$ cat src/include/flash_host_pkg.sv
// package: command codes, unlock addresses, bus timing and carrier types
package flash_host_pkg;
    // ---------------------------------------------------------------
    // command data codes
    // ---------------------------------------------------------------
    localparam logic [7:0] CMD_UNLOCK1 = 8'hAA;
    localparam logic [7:0] CMD_UNLOCK2 = 8'h55;
    localparam logic [7:0] CMD_AUTOSEL = 8'h90;
    localparam logic [7:0] CMD_PROG = 8'hA0;
    localparam logic [7:0] CMD_ERASE_SETUP = 8'h80;
    localparam logic [7:0] CMD_CHIP_ERASE = 8'h10;
    localparam logic [7:0] CMD_SECT_ERASE = 8'h30;
    localparam logic [7:0] CMD_RESET = 8'hF0;
    localparam logic [7:0] CMD_SUSPEND = 8'hB0;
    localparam logic [7:0] CMD_RESUME = 8'h30;
    // ---------------------------------------------------------------
    // unlock addresses, word and byte mode
    // ---------------------------------------------------------------
    localparam logic [18:0] ADDR_W_FIRST = 19'h00555;
    localparam logic [18:0] ADDR_W_SECOND = 19'h002AA;
    localparam logic [18:0] ADDR_B_FIRST = 19'h00AAA;
    localparam logic [18:0] ADDR_B_SECOND = 19'h00555;
    localparam logic [18:0] ADDR_DONT_CARE = 19'h00000;
    // ---------------------------------------------------------------
    // sector select field of the word address
    // ---------------------------------------------------------------
    localparam int SECT_LSB = 12;
    localparam int SECT_MSB = 17;
    // ---------------------------------------------------------------
    // write strobe timing
    // ---------------------------------------------------------------
    localparam int CLK_NS = 50;
    localparam int SETUP_NS = 50;
    localparam int PULSE_NS = 100;
    localparam int HOLD_NS = 50;
    localparam logic [3:0] SETUP_CYC = 4'((SETUP_NS + CLK_NS - 1) / CLK_NS);
    localparam logic [3:0] PULSE_CYC = 4'((PULSE_NS + CLK_NS - 1) / CLK_NS);
    localparam logic [3:0] HOLD_CYC = 4'((HOLD_NS + CLK_NS - 1) / CLK_NS);
    // ---------------------------------------------------------------
    // operations requested by the user
    // ---------------------------------------------------------------
    typedef enum logic [2:0] {
        OP_RESET = 3'h0,
        OP_AUTOSEL = 3'h1,
        OP_PROG = 3'h2,
        OP_CHIP_ERASE = 3'h3,
        OP_SECT_ERASE = 3'h4,
        OP_SUSPEND = 3'h5,
        OP_RESUME = 3'h6
    } op_e;
    // ---------------------------------------------------------------
    // carrier types
    // ---------------------------------------------------------------
    typedef struct packed {
        op_e op;
        logic [18:0] addr;
        logic [15:0] data;
    } req_s;
    typedef struct packed {
        logic [18:0] addr;
        logic [15:0] data;
    } bus_word_s;
    typedef struct packed {
        logic ce_n;
        logic we_n;
        logic oe_n;
    } strobe_s;
endpackage : flash_host_pkg

$ cat src/rtl/flash_write_cycle.sv
// one bus write cycle on the flash strobes
`timescale 1ns/1ns
module flash_write_cycle (
    // clock and reset
    input wire logic clock_i,
    input wire logic sys_rst_i,
    // request
    input wire logic start_i,
    input flash_host_pkg::bus_word_s word_i,
    output logic busy_o,
    output logic done_o,
    // flash pins
    output flash_host_pkg::strobe_s strobe_o,
    output logic [18:0] addr_o,
    output logic [15:0] dq_o,
    output logic dq_oe_o
);
    // ---------------------------------------------------------------
    // phase machine
    // ---------------------------------------------------------------
    typedef enum logic [3:0] {
        PH_IDLE = 4'h1,
        PH_SETUP = 4'h2,
        PH_PULSE = 4'h4,
        PH_HOLD = 4'h8
    } phase_e;
    phase_e ph_q, ph_d;
    logic [3:0] cnt_q, cnt_d;
    flash_host_pkg::bus_word_s word_q, word_d;
    logic done_q, done_d;

    always_comb begin
        ph_d = ph_q;
        cnt_d = cnt_q;
        word_d = word_q;
        done_d = 1'b0;
        case (ph_q)
            PH_IDLE: begin
                if (start_i) begin
                    word_d = word_i;
                    cnt_d = flash_host_pkg::SETUP_CYC;
                    ph_d = PH_SETUP;
                end
            end
            PH_SETUP: begin
                cnt_d = cnt_q - 4'h1;
                if (cnt_q == 4'h1) begin
                    cnt_d = flash_host_pkg::PULSE_CYC;
                    ph_d = PH_PULSE;
                end
            end
            PH_PULSE: begin
                cnt_d = cnt_q - 4'h1;
                if (cnt_q == 4'h1) begin
                    cnt_d = flash_host_pkg::HOLD_CYC;
                    ph_d = PH_HOLD;
                end
            end
            PH_HOLD: begin
                cnt_d = cnt_q - 4'h1;
                if (cnt_q == 4'h1) begin
                    done_d = 1'b1;
                    ph_d = PH_IDLE;
                end
            end
            default: ph_d = PH_IDLE;
        endcase
    end

    always_ff @(posedge clock_i or posedge sys_rst_i) begin
        if (sys_rst_i) begin
            ph_q <= PH_IDLE;
            cnt_q <= 4'h0;
            word_q <= '0;
            done_q <= 1'b0;
        end else begin
            ph_q <= ph_d;
            cnt_q <= cnt_d;
            word_q <= word_d;
            done_q <= done_d;
        end
    end

    // ---------------------------------------------------------------
    // pins: ce and we fall together, address set before the fall,
    // data held past the rise
    // ---------------------------------------------------------------
    assign busy_o = (ph_q != PH_IDLE);
    assign done_o = done_q;
    assign strobe_o.ce_n = (ph_q != PH_PULSE);
    assign strobe_o.we_n = (ph_q != PH_PULSE);
    assign strobe_o.oe_n = 1'b1;
    assign addr_o = word_q.addr;
    assign dq_o = word_q.data;
    assign dq_oe_o = (ph_q != PH_IDLE);
endmodule : flash_write_cycle

$ cat src/rtl/flash_cmd_host.sv
// host controller issuing command sequences to a parallel nor flash
// Functional notes
// device picks the erased sector from sector select address bits only
// device reads array after power-up without any command
// in suspend, reads inside suspended sectors give status
// on time-limit failure host writes reset; device returns to read; fail_flag_i is unused, reset is sent only on an OP_RESET request
// reset command returns device to read; address ignored
// reset mid-sequence aborts; ignored once operation runs
// autoselect persists until host writes reset
// unlock, unlock, autoselect enters autoselect mode
// byte or word per program, chosen by width select pin
// program is four writes: two unlocks, setup, address and data
// address taken at later fall, data at earlier rise of strobes
// programming clears bits only; erase sets them
// time-limit failure flag stays set until reset
// chip erase is six writes ending with code 10
// embedded erase preprograms by itself
// all commands ignored during chip erase
// after erase device returns to read and drops latched address
// sector erase is six writes, last at sector address with 30
// during sector erase only suspend is accepted
// suspend only during sector erase; address ignored
// suspend halts erase in bounded time; other sectors usable
// autoselect rejected in suspend mode
// resume continues erase; extra resumes ignored
// wrong address, data or order aborts sequence to read
// single-cycle commands: reset F0, suspend B0, resume 30
// unlock AA at 555 then 55 at 2AA; byte mode AAA and 555
// third cycle 90, A0 or 80; sixth cycle 10 or 30
`timescale 1ns/1ns
module flash_cmd_host (
    // clock and reset
    input wire logic clock_i,
    input wire logic sys_rst_i,
    // user request
    input wire logic req_valid_i,
    input flash_host_pkg::req_s req_i,
    output logic req_ready_o,
    output logic req_refused_o,
    // mode tracking
    input wire logic byte_mode_i,
    input wire logic erase_done_i,
    input wire logic fail_flag_i,
    output logic autosel_mode_o,
    output logic suspend_mode_o,
    output logic erasing_o,
    output logic sect_erase_o,
    // flash pins
    output flash_host_pkg::strobe_s strobe_o,
    output logic [18:0] addr_o,
    output logic [15:0] dq_o,
    output logic dq_oe_o,
    output logic byte_n_o
);
    // ---------------------------------------------------------------
    // sequencer state
    // ---------------------------------------------------------------
    typedef enum logic [2:0] {
        S_IDLE = 3'h1,
        S_ISSUE = 3'h2,
        S_WAIT = 3'h4
    } seq_e;
    typedef enum logic [3:0] {
        M_READ = 4'h1,
        M_AUTOSEL = 4'h2,
        M_CHIP_ER = 4'h4,
        M_SECT_ER = 4'h8
    } mode_e;
    seq_e st_q, st_d;
    mode_e mode_q, mode_d;
    logic susp_q, susp_d;
    flash_host_pkg::req_s cur_q, cur_d;
    logic [2:0] idx_q, idx_d;
    logic [2:0] len_q, len_d;
    logic refused_q, refused_d;
    logic start;
    logic cyc_done;
    flash_host_pkg::bus_word_s word;
    logic [18:0] a_first;
    logic [18:0] a_second;
    logic accept;


    assign a_first = byte_mode_i ? flash_host_pkg::ADDR_B_FIRST
                                 : flash_host_pkg::ADDR_W_FIRST;
    assign a_second = byte_mode_i ? flash_host_pkg::ADDR_B_SECOND
                                  : flash_host_pkg::ADDR_W_SECOND;

    // ---------------------------------------------------------------
    // which requests the flash would honour in its present mode
    // ---------------------------------------------------------------
    always_comb begin
        accept = 1'b0;
        case (req_i.op)
            flash_host_pkg::OP_RESET:
                accept = (mode_q != M_CHIP_ER) && !(mode_q == M_SECT_ER
                         && !susp_q);
            flash_host_pkg::OP_AUTOSEL:
                accept = (mode_q == M_READ) && !susp_q;
            flash_host_pkg::OP_PROG:
                accept = (mode_q == M_READ) || susp_q;
            flash_host_pkg::OP_CHIP_ERASE,
            flash_host_pkg::OP_SECT_ERASE:
                accept = (mode_q == M_READ) && !susp_q;
            flash_host_pkg::OP_SUSPEND:
                accept = (mode_q == M_SECT_ER) && !susp_q;
            flash_host_pkg::OP_RESUME:
                accept = susp_q && (mode_q == M_SECT_ER);
            default: accept = 1'b0;
        endcase
    end

    // ---------------------------------------------------------------
    // bus word for each cycle of the sequence
    // ---------------------------------------------------------------
    always_comb begin
        word.addr = a_first;
        word.data = {8'h00, flash_host_pkg::CMD_UNLOCK1};
        case (idx_q)
            3'h0: begin
                if (len_q == 3'h1) begin
                    word.addr = flash_host_pkg::ADDR_DONT_CARE;
                    word.data = cur_q.data;
                end
            end
            3'h1, 3'h4: begin
                word.addr = a_second;
                word.data = {8'h00, flash_host_pkg::CMD_UNLOCK2};
            end
            3'h2: begin
                case (cur_q.op)
                    flash_host_pkg::OP_AUTOSEL:
                        word.data = {8'h00, flash_host_pkg::CMD_AUTOSEL};
                    flash_host_pkg::OP_PROG:
                        word.data = {8'h00, flash_host_pkg::CMD_PROG};
                    default:
                        word.data = {8'h00, flash_host_pkg::CMD_ERASE_SETUP};
                endcase
            end
            3'h3: begin
                if (cur_q.op == flash_host_pkg::OP_PROG) begin
                    word.addr = cur_q.addr;
                    word.data = byte_mode_i ? {8'h00, cur_q.data[7:0]}
                                            : cur_q.data;
                end
            end
            3'h5: begin
                if (cur_q.op == flash_host_pkg::OP_SECT_ERASE) begin
                    word.addr = '0;
                    word.addr[flash_host_pkg::SECT_MSB:
                              flash_host_pkg::SECT_LSB] =
                        cur_q.addr[flash_host_pkg::SECT_MSB:
                                   flash_host_pkg::SECT_LSB];
                    word.data = {8'h00, flash_host_pkg::CMD_SECT_ERASE};
                end else begin
                    word.data = {8'h00, flash_host_pkg::CMD_CHIP_ERASE};
                end
            end
            default: word.addr = a_first;
        endcase
    end

    // ---------------------------------------------------------------
    // sequencer and mode tracking
    // ---------------------------------------------------------------
    always_comb begin
        st_d = st_q;
        mode_d = mode_q;
        susp_d = susp_q;
        cur_d = cur_q;
        idx_d = idx_q;
        len_d = len_q;
        refused_d = 1'b0;
        start = 1'b0;
        if (erase_done_i && (mode_q == M_CHIP_ER || mode_q == M_SECT_ER)
            && !susp_q) begin
            mode_d = M_READ;
        end
        case (st_q)
            S_IDLE: begin
                if (req_valid_i) begin
                    if (accept) begin
                        cur_d = req_i;
                        idx_d = 3'h0;
                        st_d = S_ISSUE;
                        case (req_i.op)
                            flash_host_pkg::OP_AUTOSEL: len_d = 3'h3;
                            flash_host_pkg::OP_PROG: len_d = 3'h4;
                            flash_host_pkg::OP_CHIP_ERASE,
                            flash_host_pkg::OP_SECT_ERASE: len_d = 3'h6;
                            default: len_d = 3'h1;
                        endcase
                        if (req_i.op == flash_host_pkg::OP_RESET ||
                            req_i.op == flash_host_pkg::OP_SUSPEND ||
                            req_i.op == flash_host_pkg::OP_RESUME) begin
                            cur_d.data = {8'h00,
                                (req_i.op == flash_host_pkg::OP_RESET) ?
                                    flash_host_pkg::CMD_RESET :
                                (req_i.op == flash_host_pkg::OP_SUSPEND) ?
                                    flash_host_pkg::CMD_SUSPEND :
                                    flash_host_pkg::CMD_RESUME};
                        end
                    end else begin
                        refused_d = 1'b1;
                    end
                end
            end
            S_ISSUE: begin
                start = 1'b1;
                st_d = S_WAIT;
            end
            S_WAIT: begin
                if (cyc_done) begin
                    if (idx_q == len_q - 3'h1) begin
                        st_d = S_IDLE;
                        case (cur_q.op)
                            flash_host_pkg::OP_RESET: begin
                                mode_d = M_READ;
                                susp_d = 1'b0;
                            end
                            flash_host_pkg::OP_AUTOSEL:
                                mode_d = M_AUTOSEL;
                            flash_host_pkg::OP_CHIP_ERASE:
                                mode_d = M_CHIP_ER;
                            flash_host_pkg::OP_SECT_ERASE:
                                mode_d = M_SECT_ER;
                            flash_host_pkg::OP_SUSPEND:
                                susp_d = 1'b1;
                            flash_host_pkg::OP_RESUME:
                                susp_d = 1'b0;
                            default: mode_d = mode_d;
                        endcase
                    end else begin
                        idx_d = idx_q + 3'h1;
                        st_d = S_ISSUE;
                    end
                end
            end
            default: st_d = S_IDLE;
        endcase
    end

    always_ff @(posedge clock_i or posedge sys_rst_i) begin
        if (sys_rst_i) begin
            st_q <= S_IDLE;
            mode_q <= M_READ;
            susp_q <= 1'b0;
            cur_q <= '0;
            idx_q <= 3'h0;
            len_q <= 3'h1;
            refused_q <= 1'b0;
        end else begin
            st_q <= st_d;
            mode_q <= mode_d;
            susp_q <= susp_d;
            cur_q <= cur_d;
            idx_q <= idx_d;
            len_q <= len_d;
            refused_q <= refused_d;
        end
    end

    // ---------------------------------------------------------------
    // single bus cycle engine
    // ---------------------------------------------------------------
    flash_write_cycle flash_write_cycle_inst (
        .clock_i(clock_i),
        .sys_rst_i(sys_rst_i),
        .start_i(start),
        .word_i(word),
        .busy_o(),
        .done_o(cyc_done),
        .strobe_o(strobe_o),
        .addr_o(addr_o),
        .dq_o(dq_o),
        .dq_oe_o(dq_oe_o)
    );

    assign req_ready_o = (st_q == S_IDLE);
    assign req_refused_o = refused_q;
    assign autosel_mode_o = (mode_q == M_AUTOSEL);
    assign suspend_mode_o = susp_q;
    assign erasing_o = (mode_q == M_CHIP_ER) || (mode_q == M_SECT_ER);
    assign sect_erase_o = (mode_q == M_SECT_ER);
    assign byte_n_o = !byte_mode_i;
endmodule : flash_cmd_host

$ cat config.mk
export PLATFORM = sky130hd
export DESIGN_NAME = flash_cmd_host
export DESIGN_NICKNAME = d
export VERILOG_FILES = /design/src/include/flash_host_pkg.sv /design/src/rtl/flash_write_cycle.sv /design/src/rtl/flash_cmd_host.sv
export SDC_FILE = /design/constraint.sdc
export NUM_CORES = 1
export LEC_CHECK = 0
export ABC_AREA = 1
export BUFFER_PORTS_ARGS = -buffer_cell sky130_fd_sc_hd__buf_2
export CORE_UTILIZATION = 58
export CTS_BUF_LIST = sky130_fd_sc_hd__clkbuf_2
export CTS_CLUSTER_SIZE = 28
export DETAILED_ROUTE_END_ITERATION = 8
export PLACE_DENSITY = 0.84
export SETUP_SLACK_MARGIN = 0.5
export SLEW_MARGIN = 20
export SYNTH_ARGS = -nofsm -noshare
export SYNTH_HDL_FRONTEND = slang
export SYNTH_SLANG_ARGS = --single-unit
$ cat constraint.sdc
create_clock -name clock_i -period 3.3 [get_ports clock_i]
set_input_delay 0.165 -clock clock_i [delete_from_list [all_inputs] [get_ports clock_i]]
set_output_delay 0.165 -clock clock_i [all_outputs]
set_load 0.01 [all_outputs]
==> summary.txt <==
synthesized area: 4821 um2
min setup slack post-route: 1.010 ns
CTS root buffer: clkbuf_2
Critical Path Fanout Max: 14
total clock buffers created by CTS: 9
register area share after synthesis: 50.45%
Post-Synth Adder-Cell Area: 2.336%
maxcap violations: 0
post-synthesis async set-or-reset flop share: 100.0%
CTS tree: yes
cell area after layout: 5832 um2
die area: 8681 um2
CTS clk-pin slew, worst paths: 0.28 ns
measured slew at the worst slew-check pin: 0.5180 ns
WP data required: 3.76 ns
Die Ht: 93.17 um
antenna-violating nets left: 0
ys flop type: dfrtp_1
crit share post-route: 69.41%
Placer Congestion: 0.8115
total gr overflow: 0
Post-CTS Resized: 0
clock skew: 0.02660 ns
post-synth cell types: 38
Post-Syn Area per Cell: 8.102 um2
Final TNS setup: 0 ns
n_diodes: 0
final hold violation count: 0
PwrDens: 682.7 nW/um2
Avg WL per Cell: 13.69 um
Vias: 4452
most frequent cell after synthesis: nand2_1
H-tree lvl count: 3
Die Width: 93.17 um
dpl cells: 769
GRT Util Overall: 27.82%
Post-Syn Nets: 648
starting density of the core: 61.12%
worst vdd ir: 0.4165 mV
status: finished, final reports clean
TritonRoute pass-1 iters: 5
# setup viols final: 0
CTS sink cnt: 97
compound-cell area share of the yosys netlist: 13.60%
simple-gate share of the synthesized area: 24.79%
top cells by area, synth: dfrtp_1 (48%), nand2_1 (15%), inv_1 (4.7%)
Layout fillers: 591
Slew HR: 65.47%
fraction of layout cells with a size suffix above 1: 20.28%
Ports: 90
Post-Synthesis Cells: 595
RSZ-0062 raised after global routing: false
xor-xnor portion of the synthesized cell area: 0.5450%
port bufs: 87
multi-input logic area: 1993 um2
DRT Wirelength: 11320 um
core area: 7888 um2
CP Capture Type: flip-flop
Post-synth top cells: nand2_1 (190), dfrtp_1 (93), inv_1 (60), o21ai_0 (44), nor2_1 (39)
P&R area growth vs syn: 20.97%
post-DP HPWL: 7656 um
DRC errors left: 0
Post-CTS Hold Buffers: 42
Place WS: 1.039 ns
top-area cell type share of the netlist area: 48.27%
Yosys Warn Count: 0
clock tree buffer depth: 2
vias in the first global route: 4262
FMAX: 436.6 MHz
num rows: 32
Pins Over Slew Limit: 0
first-pass GRT wire length: 18840 um
Startpoint Class: flip-flop
placed cell areas: 5289 um2
initial antenna violation count: 0
vias per cell: 5.383
EDFF count, synth: 0
largest net degree at the start of global routing: 98
Setup Fix Bufs, Post-CTS: 0
post-synthesis mux area share: 0%
Yosys top cell by area: dfrtp_1
Nets: 773
Final Critical Period: 2.290 ns
synthesized flop and latch total: 97
worst-skew pair later-pin latency: 0.56 ns
non-filler cells, final: 827
largest family of logic cells by synthesized area: simple AND/OR/NAND/NOR gates
sequential standard cell area: 2432 um2
1st-iter DRT viols: 256
Worst Hold Class: in2async
WP data arrival: 2.75 ns
leakage power: 3.043 nW
CP Class: reg2reg
-- layer usage --
metal  vias to the layer above  global-route usage, %  share of wire [%]
li1                       2147                      -                  -
met1                      2125                  34.26                 43
met2                       152                  48.53                 50
met3                        28                  4.553                4.7
met4                         0                  11.54                2.4
met5                         -                      0                  0
-- registers in the layout (all words and copies together) (netlist names), 3 cells and up --
| name | flops |
|---|---|
| len_q | 3 |
| mode_q | 4 |
| flash_write_cycle_inst.dq_o | 16 |
| cur_q | 38 |
| flash_write_cycle_inst.cnt_q | 4 |
| flash_write_cycle_inst.ph_q | 4 |
| idx_q | 3 |
| st_q | 3 |
| flash_write_cycle_inst.addr_o | 19 |
-- cells by family (layout without fill, tap and decap cells) --
kind of cell    after synthesis  in the layout
xor+xnor                      3              3
buf+inv                      87            217
compound gates              113            113
flops                        97             97
other cells                   1              1
simple gates                285            285
fa+ha+maj                     9              9
-- layout make-up --
type,count,share of cell area [%]
well taps,102,2.188
clock inverters,7,1.330
multi-input cells,411,34.18
clock buffers,9,0.7724
repair buffers,133,15.40
flip-flops and latches,97,41.71
inverters,68,4.420
-- power breakdown --
group	leakage [nW]	internal (mW)	switching [mW]	total, mW
Clock	0.0685	0.183	0.417	0.600
Sequential	1.22	1.61	0.264	1.87
Combinational	1.76	0.571	0.939	1.51
Total	3.04	2.36	1.62	3.98
-- placed cells by master (no fill, tap or decap), drive strengths merged, types with 4 or more instances in the layout --
master       Yosys  routed
inv             68      71
clkbuf           5       9
ha               9       9
a21oi           16      16
nand3           35      35
nand2          200     200
o21ai           79      79
buf             14      91
dfrtp           93      93
dfstp            4       4
dlygate4sd3      0      42
nor2            42      42
nand4            4       4
-- through the flow --
step | power (mW) | hold WS [ns] | utilization [%]
after floorplan | 2.865 | 0.2746 | -
after global placement | 3.244 | 0.3187 | 67.05
after detailed placement | 3.338 | 0.3294 | 67.05
after CTS | 3.969 | 0.2171 | 73.94
after global routing | 4.279 | 0.2273 | 73.94
final | 3.981 | 0.2044 | 73.94
-- worst paths after layout --
check                      slack [ns]                                to  cells past startpoint                            from
max in group asynchronous        2.63                           st_q[0]                      4                       sys_rst_i
min in group clock_i             0.31                         cur_q[28]                      4                       req_i[28]
hold / removal                   0.20                         cur_q[10]                      4                       sys_rst_i
hold reg to reg                  0.51    flash_write_cycle_inst.dq_o[0]                      2  flash_write_cycle_inst.dq_o[0]
setup / recovery                 1.01  flash_write_cycle_inst.addr_o[7]                      6                        idx_q[0]
setup reg to reg                 1.01  flash_write_cycle_inst.addr_o[7]                      6                        idx_q[0]
-- worst max-delay path, stage by stage, from the launching register on --
cell     delay (ns)
dfrtp_1        0.51
ha_1           0.23
ha_1           0.29
nor3_2         0.35
inv_1          0.30
o21ai_1        0.39
o21ai_1        0.13
(Power assumes the default switching activity.)
